## config.mk

```make
export PLATFORM = sky130hd
export DESIGN_NAME = ebt_timer
export DESIGN_NICKNAME = d
export VERILOG_FILES = /design/src/logic/ebt_pkg.sv /design/src/logic/ebt_tick_sel.sv /design/src/logic/ebt_timer.sv
export SDC_FILE = /design/constraint.sdc
export NUM_CORES = 1
export LEC_CHECK = 0
export BUFFER_PORTS_ARGS = -buffer_cell sky130_fd_sc_hd__buf_2
export CAP_MARGIN = 20
export CORE_ASPECT_RATIO = 0.5
export CORE_MARGIN = 4
export CORE_UTILIZATION = 45
export CTS_BUF_LIST = sky130_fd_sc_hd__clkbuf_16
export DETAILED_ROUTE_END_ITERATION = 8
export GPL_TIMING_DRIVEN = 0
export PLACE_DENSITY = 0.71
export SYNTH_ARGS = -nofsm -noshare
export SYNTH_HDL_FRONTEND = slang
export SYNTH_SLANG_ARGS = --single-unit
```

## constraint.sdc

```tcl
create_clock -name pclk -period 2.5 [get_ports pclk]
set_input_delay 0.125 -clock pclk [delete_from_list [all_inputs] [get_ports pclk]]
set_output_delay 0.125 -clock pclk [all_outputs]
set_load 0.01 [all_outputs]
```

## src/logic/ebt_pkg.sv

```systemverilog
// Purpose: Shared constants, types and helpers of the eight-bit timer.
// Assumes: 32-bit APB, byte addresses, one register per aligned word.
// Notes: Operation
// Operation
// - Phase correct PWM period is 510 timer ticks.
// - Phase correct: compare 0x00 holds output low, 0xFF high; inverted opposite.
// - Phase correct output moves at bottom without match to keep symmetry.
// - Force strobe applies compare action in non-PWM modes only.
// - Force sets no flag, never clears counter, reads as zero.
// - Mode field is bit 3 high, bit 6 low: normal, phase PWM, clear, fast.
// - Top is 0xFF except clear mode; compare updates per mode timing.
// - Overflow flag at 0xFF, or at 0x00 reversal in phase correct mode.
// - Nonzero output mode overrides pin; pin drives only when direction is out.
// - Non-PWM output modes: disconnect, toggle, clear, set on match.
// - Fast PWM: 10 clear match set bottom, 11 inverse, 01 reserved.
// - Fast PWM with compare at top ignores match, acts only at bottom.
// - Phase correct: 10 clear on up match, set on down match; 11 inverse.
// - Phase correct with compare at top ignores match, acts at top.
// - Clock select: stop, direct, /8, /64, /256, /1024, pin fall, pin rise.
// - External pin edges clock the counter even if pin is an output.
// - Counter is read-write; a write blocks the next tick's match.
// - Compare register is compared with counter continuously.
// - Mask bit1 compare enable, bit0 overflow; request needs flag and global enable.
// - Compare flag bit1 sets on match; clears by vector or written one.
// - Overflow flag bit0 clears by vector or written one; zero ignored.
// - Clear mode resets counter to zero on compare match.
// - Phase correct counts up to 0xFF then down, one tick at max.
// - Fast PWM counts to 0xFF then restarts at zero.
package ebt_pkg;
  localparam int ADDR_W = 8;
  localparam logic [ADDR_W-1:0] OFF_CONTROL = 8'h24;
  localparam logic [ADDR_W-1:0] OFF_COUNT = 8'h28;
  localparam logic [ADDR_W-1:0] OFF_COMPARE = 8'h2C;
  localparam logic [ADDR_W-1:0] OFF_MASK = 8'h30;
  localparam logic [ADDR_W-1:0] OFF_FLAGS = 8'h34;
  localparam logic [ADDR_W-1:0] OFF_PIN_CTRL = 8'h38;
  localparam logic [7:0] RST_CONTROL = 8'h00;
  localparam logic [7:0] RST_BYTE = 8'h00;
  localparam int BIT_FORCE = 7;
  localparam int BIT_CMP = 1;
  localparam int BIT_OVF = 0;
  localparam int BIT_GIE = 0;
  localparam int BIT_DIR_OUT = 1;
  localparam int BIT_PORT_LVL = 2;
  localparam logic [7:0] CNT_MAX = 8'hFF;
  localparam logic [7:0] CNT_BOTTOM = 8'h00;
  localparam logic [1:0] MODE_NORMAL = 2'h0;
  localparam logic [1:0] MODE_PHASE = 2'h1;
  localparam logic [1:0] MODE_CLEAR = 2'h2;
  localparam logic [1:0] MODE_FAST = 2'h3;
  localparam logic [2:0] CS_STOP = 3'h0;
  localparam logic [2:0] CS_DIRECT = 3'h1;
  localparam logic [2:0] CS_DIV8 = 3'h2;
  localparam logic [2:0] CS_DIV64 = 3'h3;
  localparam logic [2:0] CS_DIV256 = 3'h4;
  localparam logic [2:0] CS_DIV1024 = 3'h5;
  localparam logic [2:0] CS_PIN_FALL = 3'h6;
  localparam logic [2:0] CS_PIN_RISE = 3'h7;
  localparam int PRE_W = 10;
  localparam logic [9:0] PHASE_PERIOD = 10'h1FE;

  typedef struct packed {
    logic force_compare_strobe;
    logic wave_mode_lo;
    logic [1:0] compare_out_mode;
    logic wave_mode_hi;
    logic [2:0] clock_source_sel;
  } ebt_ctrl_t;

  typedef enum logic {EBT_UP, EBT_DOWN} ebt_dir_t;

  function automatic logic [1:0] wave_mode_sel(input ebt_ctrl_t c);
    return {c.wave_mode_hi, c.wave_mode_lo};
  endfunction : wave_mode_sel

  function automatic logic is_pwm(input logic [1:0] m);
    return (m == MODE_PHASE) || (m == MODE_FAST);
  endfunction : is_pwm

  // Non-PWM compare action on the output level.
  function automatic logic nonpwm_action(input logic [1:0] com, input logic oc);
    case (com)
      2'h1: return !oc;
      2'h2: return 1'b0;
      2'h3: return 1'b1;
      default: return oc;
    endcase
  endfunction : nonpwm_action
endpackage : ebt_pkg

```

## src/logic/ebt_tick_sel.sv

```systemverilog
// Purpose: Timer tick source: free-running prescaler taps and external pin edges.
// Assumes: External pin is asynchronous and slower than half the bus clock.
// Notes: The tick is one registered pulse per counting event.
`timescale 1ns/1ns
module ebt_tick_sel
  import ebt_pkg::*;
(
  input wire logic pclk,
  input wire logic presetn,
  input wire logic [2:0] clock_source_sel,
  input wire logic external_count_pin,
  output logic timer_tick
);
  logic [PRE_W-1:0] pre_reg;
  logic sync1_reg;
  logic sync2_reg;
  logic prev_reg;
  logic tick_reg;
  wire logic rise = sync2_reg && !prev_reg;
  wire logic fall = !sync2_reg && prev_reg;
  wire logic tap8 = &pre_reg[2:0];
  wire logic tap64 = &pre_reg[5:0];
  wire logic tap256 = &pre_reg[7:0];
  wire logic tap1024 = &pre_reg[9:0];
  logic tick_next;

  always_comb begin
    case (clock_source_sel)
      CS_DIRECT: tick_next = 1'b1;
      CS_DIV8: tick_next = tap8;
      CS_DIV64: tick_next = tap64;
      CS_DIV256: tick_next = tap256;
      CS_DIV1024: tick_next = tap1024;
      CS_PIN_FALL: tick_next = fall;
      CS_PIN_RISE: tick_next = rise;
      default: tick_next = 1'b0;
    endcase
  end

  always_ff @(posedge pclk or negedge presetn) begin
    if (!presetn) begin
      pre_reg <= '0;
      sync1_reg <= 1'b0;
      sync2_reg <= 1'b0;
      prev_reg <= 1'b0;
      tick_reg <= 1'b0;
    end else begin
      pre_reg <= pre_reg + 1'b1;
      sync1_reg <= external_count_pin;
      sync2_reg <= sync1_reg;
      prev_reg <= sync2_reg;
      tick_reg <= tick_next;
    end
  end

  assign timer_tick = tick_reg;
endmodule : ebt_tick_sel

```

## src/logic/ebt_timer.sv

```systemverilog
// Purpose: Eight-bit timer with one compare channel behind an APB slave.
// Assumes: Zero-wait APB answer one cycle after setup; 50 MHz pclk.
// Notes: Vector acknowledge inputs clear flags like a written one.
`timescale 1ns/1ns
module ebt_timer
  import ebt_pkg::*;
(
  input wire logic pclk,
  input wire logic presetn,
  input wire logic psel,
  input wire logic penable,
  input wire logic pwrite,
  input wire logic [ADDR_W-1:0] paddr,
  input wire logic [31:0] pwdata,
  output logic [31:0] prdata,
  output logic pready,
  output logic pslverr,
  input wire logic external_count_pin,
  input wire logic compare_vector_ack,
  input wire logic overflow_vector_ack,
  output logic compare_irq_req,
  output logic overflow_irq_req,
  output logic compare_output_pin_o,
  output logic compare_output_pin_oe_n
);
  ebt_ctrl_t ctrl_reg;
  logic [7:0] count_value_reg;
  logic [7:0] compare_level_reg;
  logic [7:0] cmp_act_reg;
  logic [1:0] mask_reg;
  logic [1:0] flag_reg;
  logic [2:0] pin_ctrl_reg;
  ebt_dir_t dir_reg;
  logic block_reg;
  logic oc_reg;
  logic pin_o_reg;
  logic pin_oe_n_reg;
  logic cmp_irq_reg;
  logic ovf_irq_reg;
  logic [31:0] prdata_reg;
  logic pready_reg;
  logic pslverr_reg;
  logic timer_tick;

  logic [7:0] count_value_next;
  ebt_dir_t dir_next;
  logic ovf_evt;
  logic oc_next;
  logic [7:0] cmp_act_next;
  logic [31:0] rd_mux;

  ebt_tick_sel u_tick (
    .pclk(pclk),
    .presetn(presetn),
    .clock_source_sel(ctrl_reg.clock_source_sel),
    .external_count_pin(external_count_pin),
    .timer_tick(timer_tick)
  );

  // Bus decode.
  wire logic setup = psel && !penable;
  wire logic wr_acc = psel && penable && pready_reg && pwrite;
  wire logic sel_ctrl = paddr == OFF_CONTROL;
  wire logic sel_cnt = paddr == OFF_COUNT;
  wire logic sel_cmp = paddr == OFF_COMPARE;
  wire logic sel_mask = paddr == OFF_MASK;
  wire logic sel_flag = paddr == OFF_FLAGS;
  wire logic sel_pin = paddr == OFF_PIN_CTRL;
  wire logic mapped = sel_ctrl || sel_cnt || sel_cmp || sel_mask || sel_flag || sel_pin;
  wire logic wr_ok = wr_acc && mapped;
  wire ebt_ctrl_t wr_ctrl = ebt_ctrl_t'(pwdata[7:0]);
  wire logic wr_cnt = wr_ok && sel_cnt;

  // Counter view.
  wire logic [1:0] mode = wave_mode_sel(ctrl_reg);
  wire logic [1:0] com = ctrl_reg.compare_out_mode;
  wire logic top_hit = count_value_reg == CNT_MAX;
  wire logic bot_hit = count_value_reg == CNT_BOTTOM;
  wire logic cmp_max = cmp_act_reg == CNT_MAX;
  wire logic cmp_zero = cmp_act_reg == CNT_BOTTOM;
  wire logic match = timer_tick && (count_value_reg == cmp_act_reg) && !block_reg;
  wire logic force_hit = wr_ok && sel_ctrl && wr_ctrl.force_compare_strobe &&
                         !is_pwm(wave_mode_sel(wr_ctrl));
  wire logic connected = |com;
  wire logic [1:0] flag_set = {match, ovf_evt};
  wire logic [1:0] flag_clr = ({2{wr_ok && sel_flag}} & pwdata[1:0]) |
                              {compare_vector_ack, overflow_vector_ack};
  wire logic [1:0] flag_next = flag_set | (flag_reg & ~flag_clr);
  wire logic block_next = wr_cnt ? 1'b1 : (timer_tick ? 1'b0 : block_reg);
  wire logic [1:0] req_next = flag_next & mask_reg & {2{pin_ctrl_reg[BIT_GIE]}};

  always_comb begin
    count_value_next = count_value_reg;
    dir_next = dir_reg;
    ovf_evt = 1'b0;
    if (wr_cnt) begin
      count_value_next = pwdata[7:0];
    end else if (timer_tick) begin
      case (mode)
        MODE_NORMAL, MODE_FAST: begin
          count_value_next = count_value_reg + 8'h01;
          ovf_evt = top_hit;
        end
        MODE_CLEAR: begin
          count_value_next = match ? CNT_BOTTOM : count_value_reg + 8'h01;
          ovf_evt = top_hit;
        end
        MODE_PHASE: begin
          if (dir_reg == EBT_UP) begin
            if (top_hit) begin
              dir_next = EBT_DOWN;
              count_value_next = count_value_reg - 8'h01;
            end else begin
              count_value_next = count_value_reg + 8'h01;
            end
          end else if (bot_hit) begin
            dir_next = EBT_UP;
            count_value_next = count_value_reg + 8'h01;
            ovf_evt = 1'b1;
          end else begin
            count_value_next = count_value_reg - 8'h01;
          end
        end
        default: count_value_next = count_value_reg;
      endcase
    end
  end

  always_comb begin
    oc_next = oc_reg;
    if (force_hit) begin
      oc_next = nonpwm_action(wr_ctrl.compare_out_mode, oc_reg);
    end else if (timer_tick) begin
      case (mode)
        MODE_NORMAL, MODE_CLEAR: begin
          if (match) begin
            oc_next = nonpwm_action(com, oc_reg);
          end
        end
        MODE_FAST: begin
          if (com[1]) begin
            if (match && !cmp_max) begin
              oc_next = com[0];
            end
            if (top_hit) begin
              oc_next = !com[0];
            end
          end
        end
        MODE_PHASE: begin
          if (com[1]) begin
            if (match) begin
              oc_next = (dir_reg == EBT_UP) ? com[0] : !com[0];
            end
            if (dir_reg == EBT_UP && top_hit) begin
              oc_next = cmp_max ? !com[0] : com[0];
            end
            if (dir_reg == EBT_DOWN && bot_hit) begin
              oc_next = cmp_zero ? com[0] : !com[0];
            end
          end
        end
        default: oc_next = oc_reg;
      endcase
    end
  end

  // Compare buffer reaches the comparator per mode.
  always_comb begin
    cmp_act_next = cmp_act_reg;
    case (mode)
      MODE_PHASE: begin
        if (timer_tick && dir_reg == EBT_UP && top_hit) begin
          cmp_act_next = compare_level_reg;
        end
      end
      MODE_FAST: begin
        if (timer_tick && top_hit) begin
          cmp_act_next = compare_level_reg;
        end
      end
      default: cmp_act_next = compare_level_reg;
    endcase
  end

  always_comb begin
    rd_mux = 32'h0000_0000;
    case (1'b1)
      sel_ctrl: rd_mux[7:0] = {1'b0, ctrl_reg[6:0]};
      sel_cnt: rd_mux[7:0] = count_value_reg;
      sel_cmp: rd_mux[7:0] = compare_level_reg;
      sel_mask: rd_mux[1:0] = mask_reg;
      sel_flag: rd_mux[1:0] = flag_reg;
      sel_pin: rd_mux[2:0] = pin_ctrl_reg;
      default: rd_mux = 32'h0000_0000;
    endcase
  end

  always_ff @(posedge pclk or negedge presetn) begin
    if (!presetn) begin
      pready_reg <= 1'b0;
      pslverr_reg <= 1'b0;
      prdata_reg <= 32'h0000_0000;
    end else begin
      pready_reg <= setup;
      pslverr_reg <= setup && !mapped;
      prdata_reg <= (setup && !pwrite) ? rd_mux : 32'h0000_0000;
    end
  end

  always_ff @(posedge pclk or negedge presetn) begin
    if (!presetn) begin
      ctrl_reg <= ebt_ctrl_t'(RST_CONTROL);
      compare_level_reg <= RST_BYTE;
      mask_reg <= RST_BYTE[1:0];
      pin_ctrl_reg <= RST_BYTE[2:0];
    end else if (wr_ok) begin
      if (sel_ctrl) ctrl_reg <= ebt_ctrl_t'({1'b0, pwdata[6:0]});
      if (sel_cmp) compare_level_reg <= pwdata[7:0];
      if (sel_mask) mask_reg <= pwdata[1:0];
      if (sel_pin) pin_ctrl_reg <= pwdata[2:0];
    end
  end

  always_ff @(posedge pclk or negedge presetn) begin
    if (!presetn) begin
      count_value_reg <= RST_BYTE;
      cmp_act_reg <= RST_BYTE;
      dir_reg <= EBT_UP;
      block_reg <= 1'b0;
      flag_reg <= RST_BYTE[1:0];
      oc_reg <= 1'b0;
    end else begin
      count_value_reg <= count_value_next;
      cmp_act_reg <= cmp_act_next;
      dir_reg <= dir_next;
      block_reg <= block_next;
      flag_reg <= flag_next;
      oc_reg <= oc_next;
    end
  end

  always_ff @(posedge pclk or negedge presetn) begin
    if (!presetn) begin
      pin_o_reg <= 1'b0;
      pin_oe_n_reg <= 1'b1;
      cmp_irq_reg <= 1'b0;
      ovf_irq_reg <= 1'b0;
    end else begin
      pin_o_reg <= connected ? oc_reg : pin_ctrl_reg[BIT_PORT_LVL];
      pin_oe_n_reg <= !pin_ctrl_reg[BIT_DIR_OUT];
      cmp_irq_reg <= req_next[BIT_CMP];
      ovf_irq_reg <= req_next[BIT_OVF];
    end
  end

  assign prdata = prdata_reg;
  assign pready = pready_reg;
  assign pslverr = pslverr_reg;
  assign compare_irq_req = cmp_irq_reg;
  assign overflow_irq_req = ovf_irq_reg;
  assign compare_output_pin_o = pin_o_reg;
  assign compare_output_pin_oe_n = pin_oe_n_reg;

  // Counts timer ticks between phase-mode bottom turns so the full period can be checked.
  logic [9:0] phase_ticks_reg;
  logic phase_seen_reg;
  wire logic phase_turn = timer_tick && !wr_cnt && mode == MODE_PHASE &&
                          dir_reg == EBT_DOWN && bot_hit;

  always_ff @(posedge pclk or negedge presetn) begin
    if (!presetn) begin
      phase_ticks_reg <= 10'h000;
      phase_seen_reg <= 1'b0;
    end else if (mode != MODE_PHASE || wr_cnt) begin
      phase_ticks_reg <= 10'h000;
      phase_seen_reg <= 1'b0;
    end else if (phase_turn) begin
      phase_ticks_reg <= 10'h000;
      phase_seen_reg <= 1'b1;
    end else if (timer_tick) begin
      phase_ticks_reg <= phase_ticks_reg + 10'h001;
    end
  end
endmodule : ebt_timer

```

==> impl.org <==
** Cells and area
- Number of fill cells in the layout :: 811
- In the layout the commonest cells are sky130_fd_sc_hd__dfrtp_1 (68), sky130_fd_sc_hd__buf_2 (39), sky130_fd_sc_hd__nor2_1 (33).
- Registers take 0.00173 sq mm.
- Nets@finish :: 542
- Leaving out fill and tap cells, the most frequent cell in the layout is sky130_fd_sc_hd__dfrtp_1.
- Proportion of layout cells with a drive suffix above 1 :: 22.9%
- Multi-input combinational cell area :: 0.00214 sq mm
- 0 antenna diodes ended up in the layout.
- Max reg flops :: 10
- Synth-to-Final Area Change :: 17.4%

** Clock tree
- TritonCTS built the clock tree.
- Maximum root-to-sink buffer count :: 2
- Clock latency at the later pin of the worst-skew pair :: 0.34 ns
- The root buffer cell chosen for the clock tree is sky130_fd_sc_hd__clkbuf_16.
- The H-tree was split into 3 levels.
- Worst-path clk slew :: 0.06 ns
- Clock buffer count from CTS :: 9
- Sinks on the clock net :: 69

** Synthesis
- Yosys attributes the largest share of cell area to sky130_fd_sc_hd__dfrtp_1 (42%), sky130_fd_sc_hd__buf_4 (5.1%), sky130_fd_sc_hd__mux2_1 (4.9%), sky130_fd_sc_hd__xnor2_1 (3.6%), sky130_fd_sc_hd__ha_1 (3.1%).
- The synthesized netlist occupies a cell area of 0.00410 sq mm.
- Cell taking the most area after synthesis :: sky130_fd_sc_hd__dfrtp_1
- Cells after synthesis :: 412
- Share of flip-flops with an asynchronous set or reset :: 100%
- Number of warnings reported in the yosys synthesis log :: 0
- Post-synthesis average cell area :: 9.95 sq um
- Counting flops and latches in the post-synthesis netlist gives 69.
- Yosys mapped a number of flops with a built-in enable equal to 0.
- Number of different library cells in the post-synthesis netlist :: 65
- Post-synthesis sequential area ratio :: 42.2%
- Most frequently used flop master after synthesis :: sky130_fd_sc_hd__dfrtp_1
- Fraction of synthesized cell area taken by the top area cell type :: 41.5%

** Critical path
- Counting buffers and inverters, the worst setup path is 7 cells deep.
- The critical path contains buffers and inverters numbering 0 combined.
- The worst setup path is of the reg2reg kind.
- STA classifies the critical path startpoint as a flip-flop.
- Worst EP required :: 2.75 ns
- Arrival time at the worst endpoint :: 2.63 ns
- In this design, the stage delay of the slowest critical-path cell is 0.46 ns.
- The largest individual stage delay along the critical path comes from the cell sky130_fd_sc_hd__dfrtp_1.
- R2r worst-path depth :: 7
- Along the worst path, the maximum fanout reaches 6.
- STA classifies the critical path endpoint as a flip-flop.
- CP top delay family :: compound AO/OA/AOI/OAI gates
- Traced cell by cell, the critical path runs through ha_1 > and4_1 > a21oi_1 > nor2_1 > a221oi_1 > a41oi_1 > a31oi_1.
- Worst reg-to-reg setup slack :: 0.12 ns

** Floorplan
- In this run the count of I/O pins placed on the die edge is 86.
- Die outline height :: 75.5 um
- Effective utilization at floorplan :: 46.6%
- The die covers 0.0108 sq mm.
- The core region is 0.00880 sq mm.
- From left edge to right edge, the die measures 143 um.
- After floorplanning, the core was divided into 24 placement rows.

** Global routing
- GRT Total Usage :: 20.4%
- The first global-routing pass estimated 16800 um of wire.
- GR Overflow Total :: 0
- Entering global routing, the biggest net connects 70 pins.
- Via count of the first global-routing pass :: 3199
- The initial antenna violation count is 0.

** Min path
- The worst hold path passes through 2 cells.
- Class of the most critical hold timing path :: in2reg

** Placed design
- Detailed placement ended at an HPWL of 7830 um.
- During placement, the flow inserted port buffers numbering 35.
- OpenSTA, run right after detailed placement, puts the worst setup slack at 0.217 ns.
- Placer congestion estimate :: 0.935

** Detailed routing
- DR vias/cell :: 5.60
- Iteration-0 DRC count of the detailed router :: 244
- Final wirelength :: 10600 um
- Via total after detailed routing :: 3394
- Count of antenna-violating nets left after detailed routing :: 0
- Routed WL per cell :: 17.5 um
- After detailed routing, the number of remaining DRC violations is 0.
- Before antenna repair, the detailed router went through 5 iterations.

** Power
- Switching Fraction :: 27.6%
- Internal power summed over all cells :: 1950 uW
- The analysis attributes to cell leakage a power of 0.00230 uW.
- Per report_power, the sequential group accounts for 43.6% of the total.
- For this design the ratio of total power to cell area is 560 mW/mm^2.
- Per report_power, the combinational group accounts for 12.5% of the total.
- Portion of total power attributed to the clock network :: 43.9%
- Peak supply drop :: 0.402 mV
- For this design the total switching power over the nets is 744 uW.

** STA
- Setup repair after global routing left no endpoint under its margin.
- Worst slew margin relative to its limit :: 39.8%
- The tightest hold path in the finished design has a slack of 0.0651 ns.
- Peak clock frequency supported by timing :: 420 MHz
- Final number of setup-violating endpoints :: 0
- The number of pins with negative max-slew slack in the final report came to 0.
- Total Negative Setup Slacks :: 0 ns
- Worst-case clock skew :: 0.00879 ns
- Tmin final :: 2.38 ns
- Share of the clock period used by the worst path :: 95.3%
- Fin. Hold Viols :: 0
- For the pin with the worst max-slew slack, the measured transition is 0.904 ns.
- Once routing completed, OpenROAD measured the worst setup slack at 0.117 ns.

** Outcome
- Status :: finished, final reports clean

** Run
- Number of maximum-capacitance constraint violations :: 0
-- Yosys cell counts, drive strengths merged (4+ instances only) --
cell type	instances
and3	8
o41ai	4
ha	10
nand4	8
inv	15
a31oi	4
a21oi	14
o211ai	6
a22oi	7
o31ai	5
nor3	10
xnor2	17
xor2	6
a211oi	4
nor2	34
dfrtp	68
nand2b	5
o21ai	19
nor3b	5
a221oi	4
nand3	14
nor4	6
nand2	31
mux2	29
clkbuf	5
buf	35
-- what timing repair did --
action                                 4_1_cts  5_1_grt
hold buffers                                 3        0
resized for setup                            0        0
endpoints found under the hold margin       70        0
setup buffers                                0        0
-- power groups by stage --
stage	Clock, uW	Combinational, uW	Sequential (uW)
finish	1180	337	1180
floorplan	0	223	1180
global placement	0	323	1190
CTS	1200	330	1170
global route	1260	367	1180
detailed placement	0	325	1190
-- kinds of logic (layout without fill, tap and decap cells) --
kind of cell | Yosys count | count (layout) | share of synthesized area (%)
adder cells (fa/ha/maj) | 10 | 10 | 3.05
buffers and inverters | 55 | 109 | 7.75
multiplexers | 32 | 32 | 8.70
flip-flops | 69 | 69 | 42.2
AND/OR/NAND/NOR | 139 | 139 | 19.0
AO/OA/AOI/OAI | 83 | 83 | 14.3
XOR/XNOR | 23 | 23 | 4.91
other | 1 | 24 | 0.0915
-- per-stage QoR --
step	std cells	util (%)	power [uW]	cell area, sq um
final	606	54.7	2690	4810
after floorplan	435	-	1410	4190
after global routing	606	54.7	2800	4810
after CTS	606	54.7	2710	4810
after detailed placement	587	51.3	1520	4510
after global placement	587	51.2	1520	4510
-- routing by layer --
metal / vias up / global-route usage, % / wire length (um)
li1: 1590 / - / -
met1: 1653 / 27.3 / 4910
met2: 127 / 32.9 / 4820
met3: 24 / 5.77 / 654
met4: 0 / 5.80 / 221
met5: - / 0 / 0
-- layout make-up --
cell class | count | area share, %
flip-flops and latches | 69 | 35.9
inverters | 15 | 1.17
repair buffers | 38 | 4.32
clock buffers | 9 | 4.68
well taps | 117 | 3.04
multi-input cells | 311 | 44.5
clock inverters | 7 | 0.988
plain buffers | 40 | 5.43
-- path summary, 6_finish.rpt --
| check | from | endpoint |
|---|---|---|
| worst max-delay path | count_value_reg[0]$_DFFE_PN0P_ | count_value_reg[4]$_DFFE_PN0P_ |
| worst min-delay path | pwdata[3] | ctrl_reg[3]$_DFFE_PN0N_ |
| worst max register to register | count_value_reg[0]$_DFFE_PN0P_ | count_value_reg[4]$_DFFE_PN0P_ |
| worst min register to register | u_tick.sync1_reg$_DFF_PN0_ | u_tick.sync2_reg$_DFF_PN0_ |
| max in group asynchronous | presetn | oc_reg$_DFFE_PN0P_ |
| min in group asynchronous | presetn | mask_reg[0]$_DFFE_PN0P_ |
Note: power is estimated with default switching activity, not from simulation.
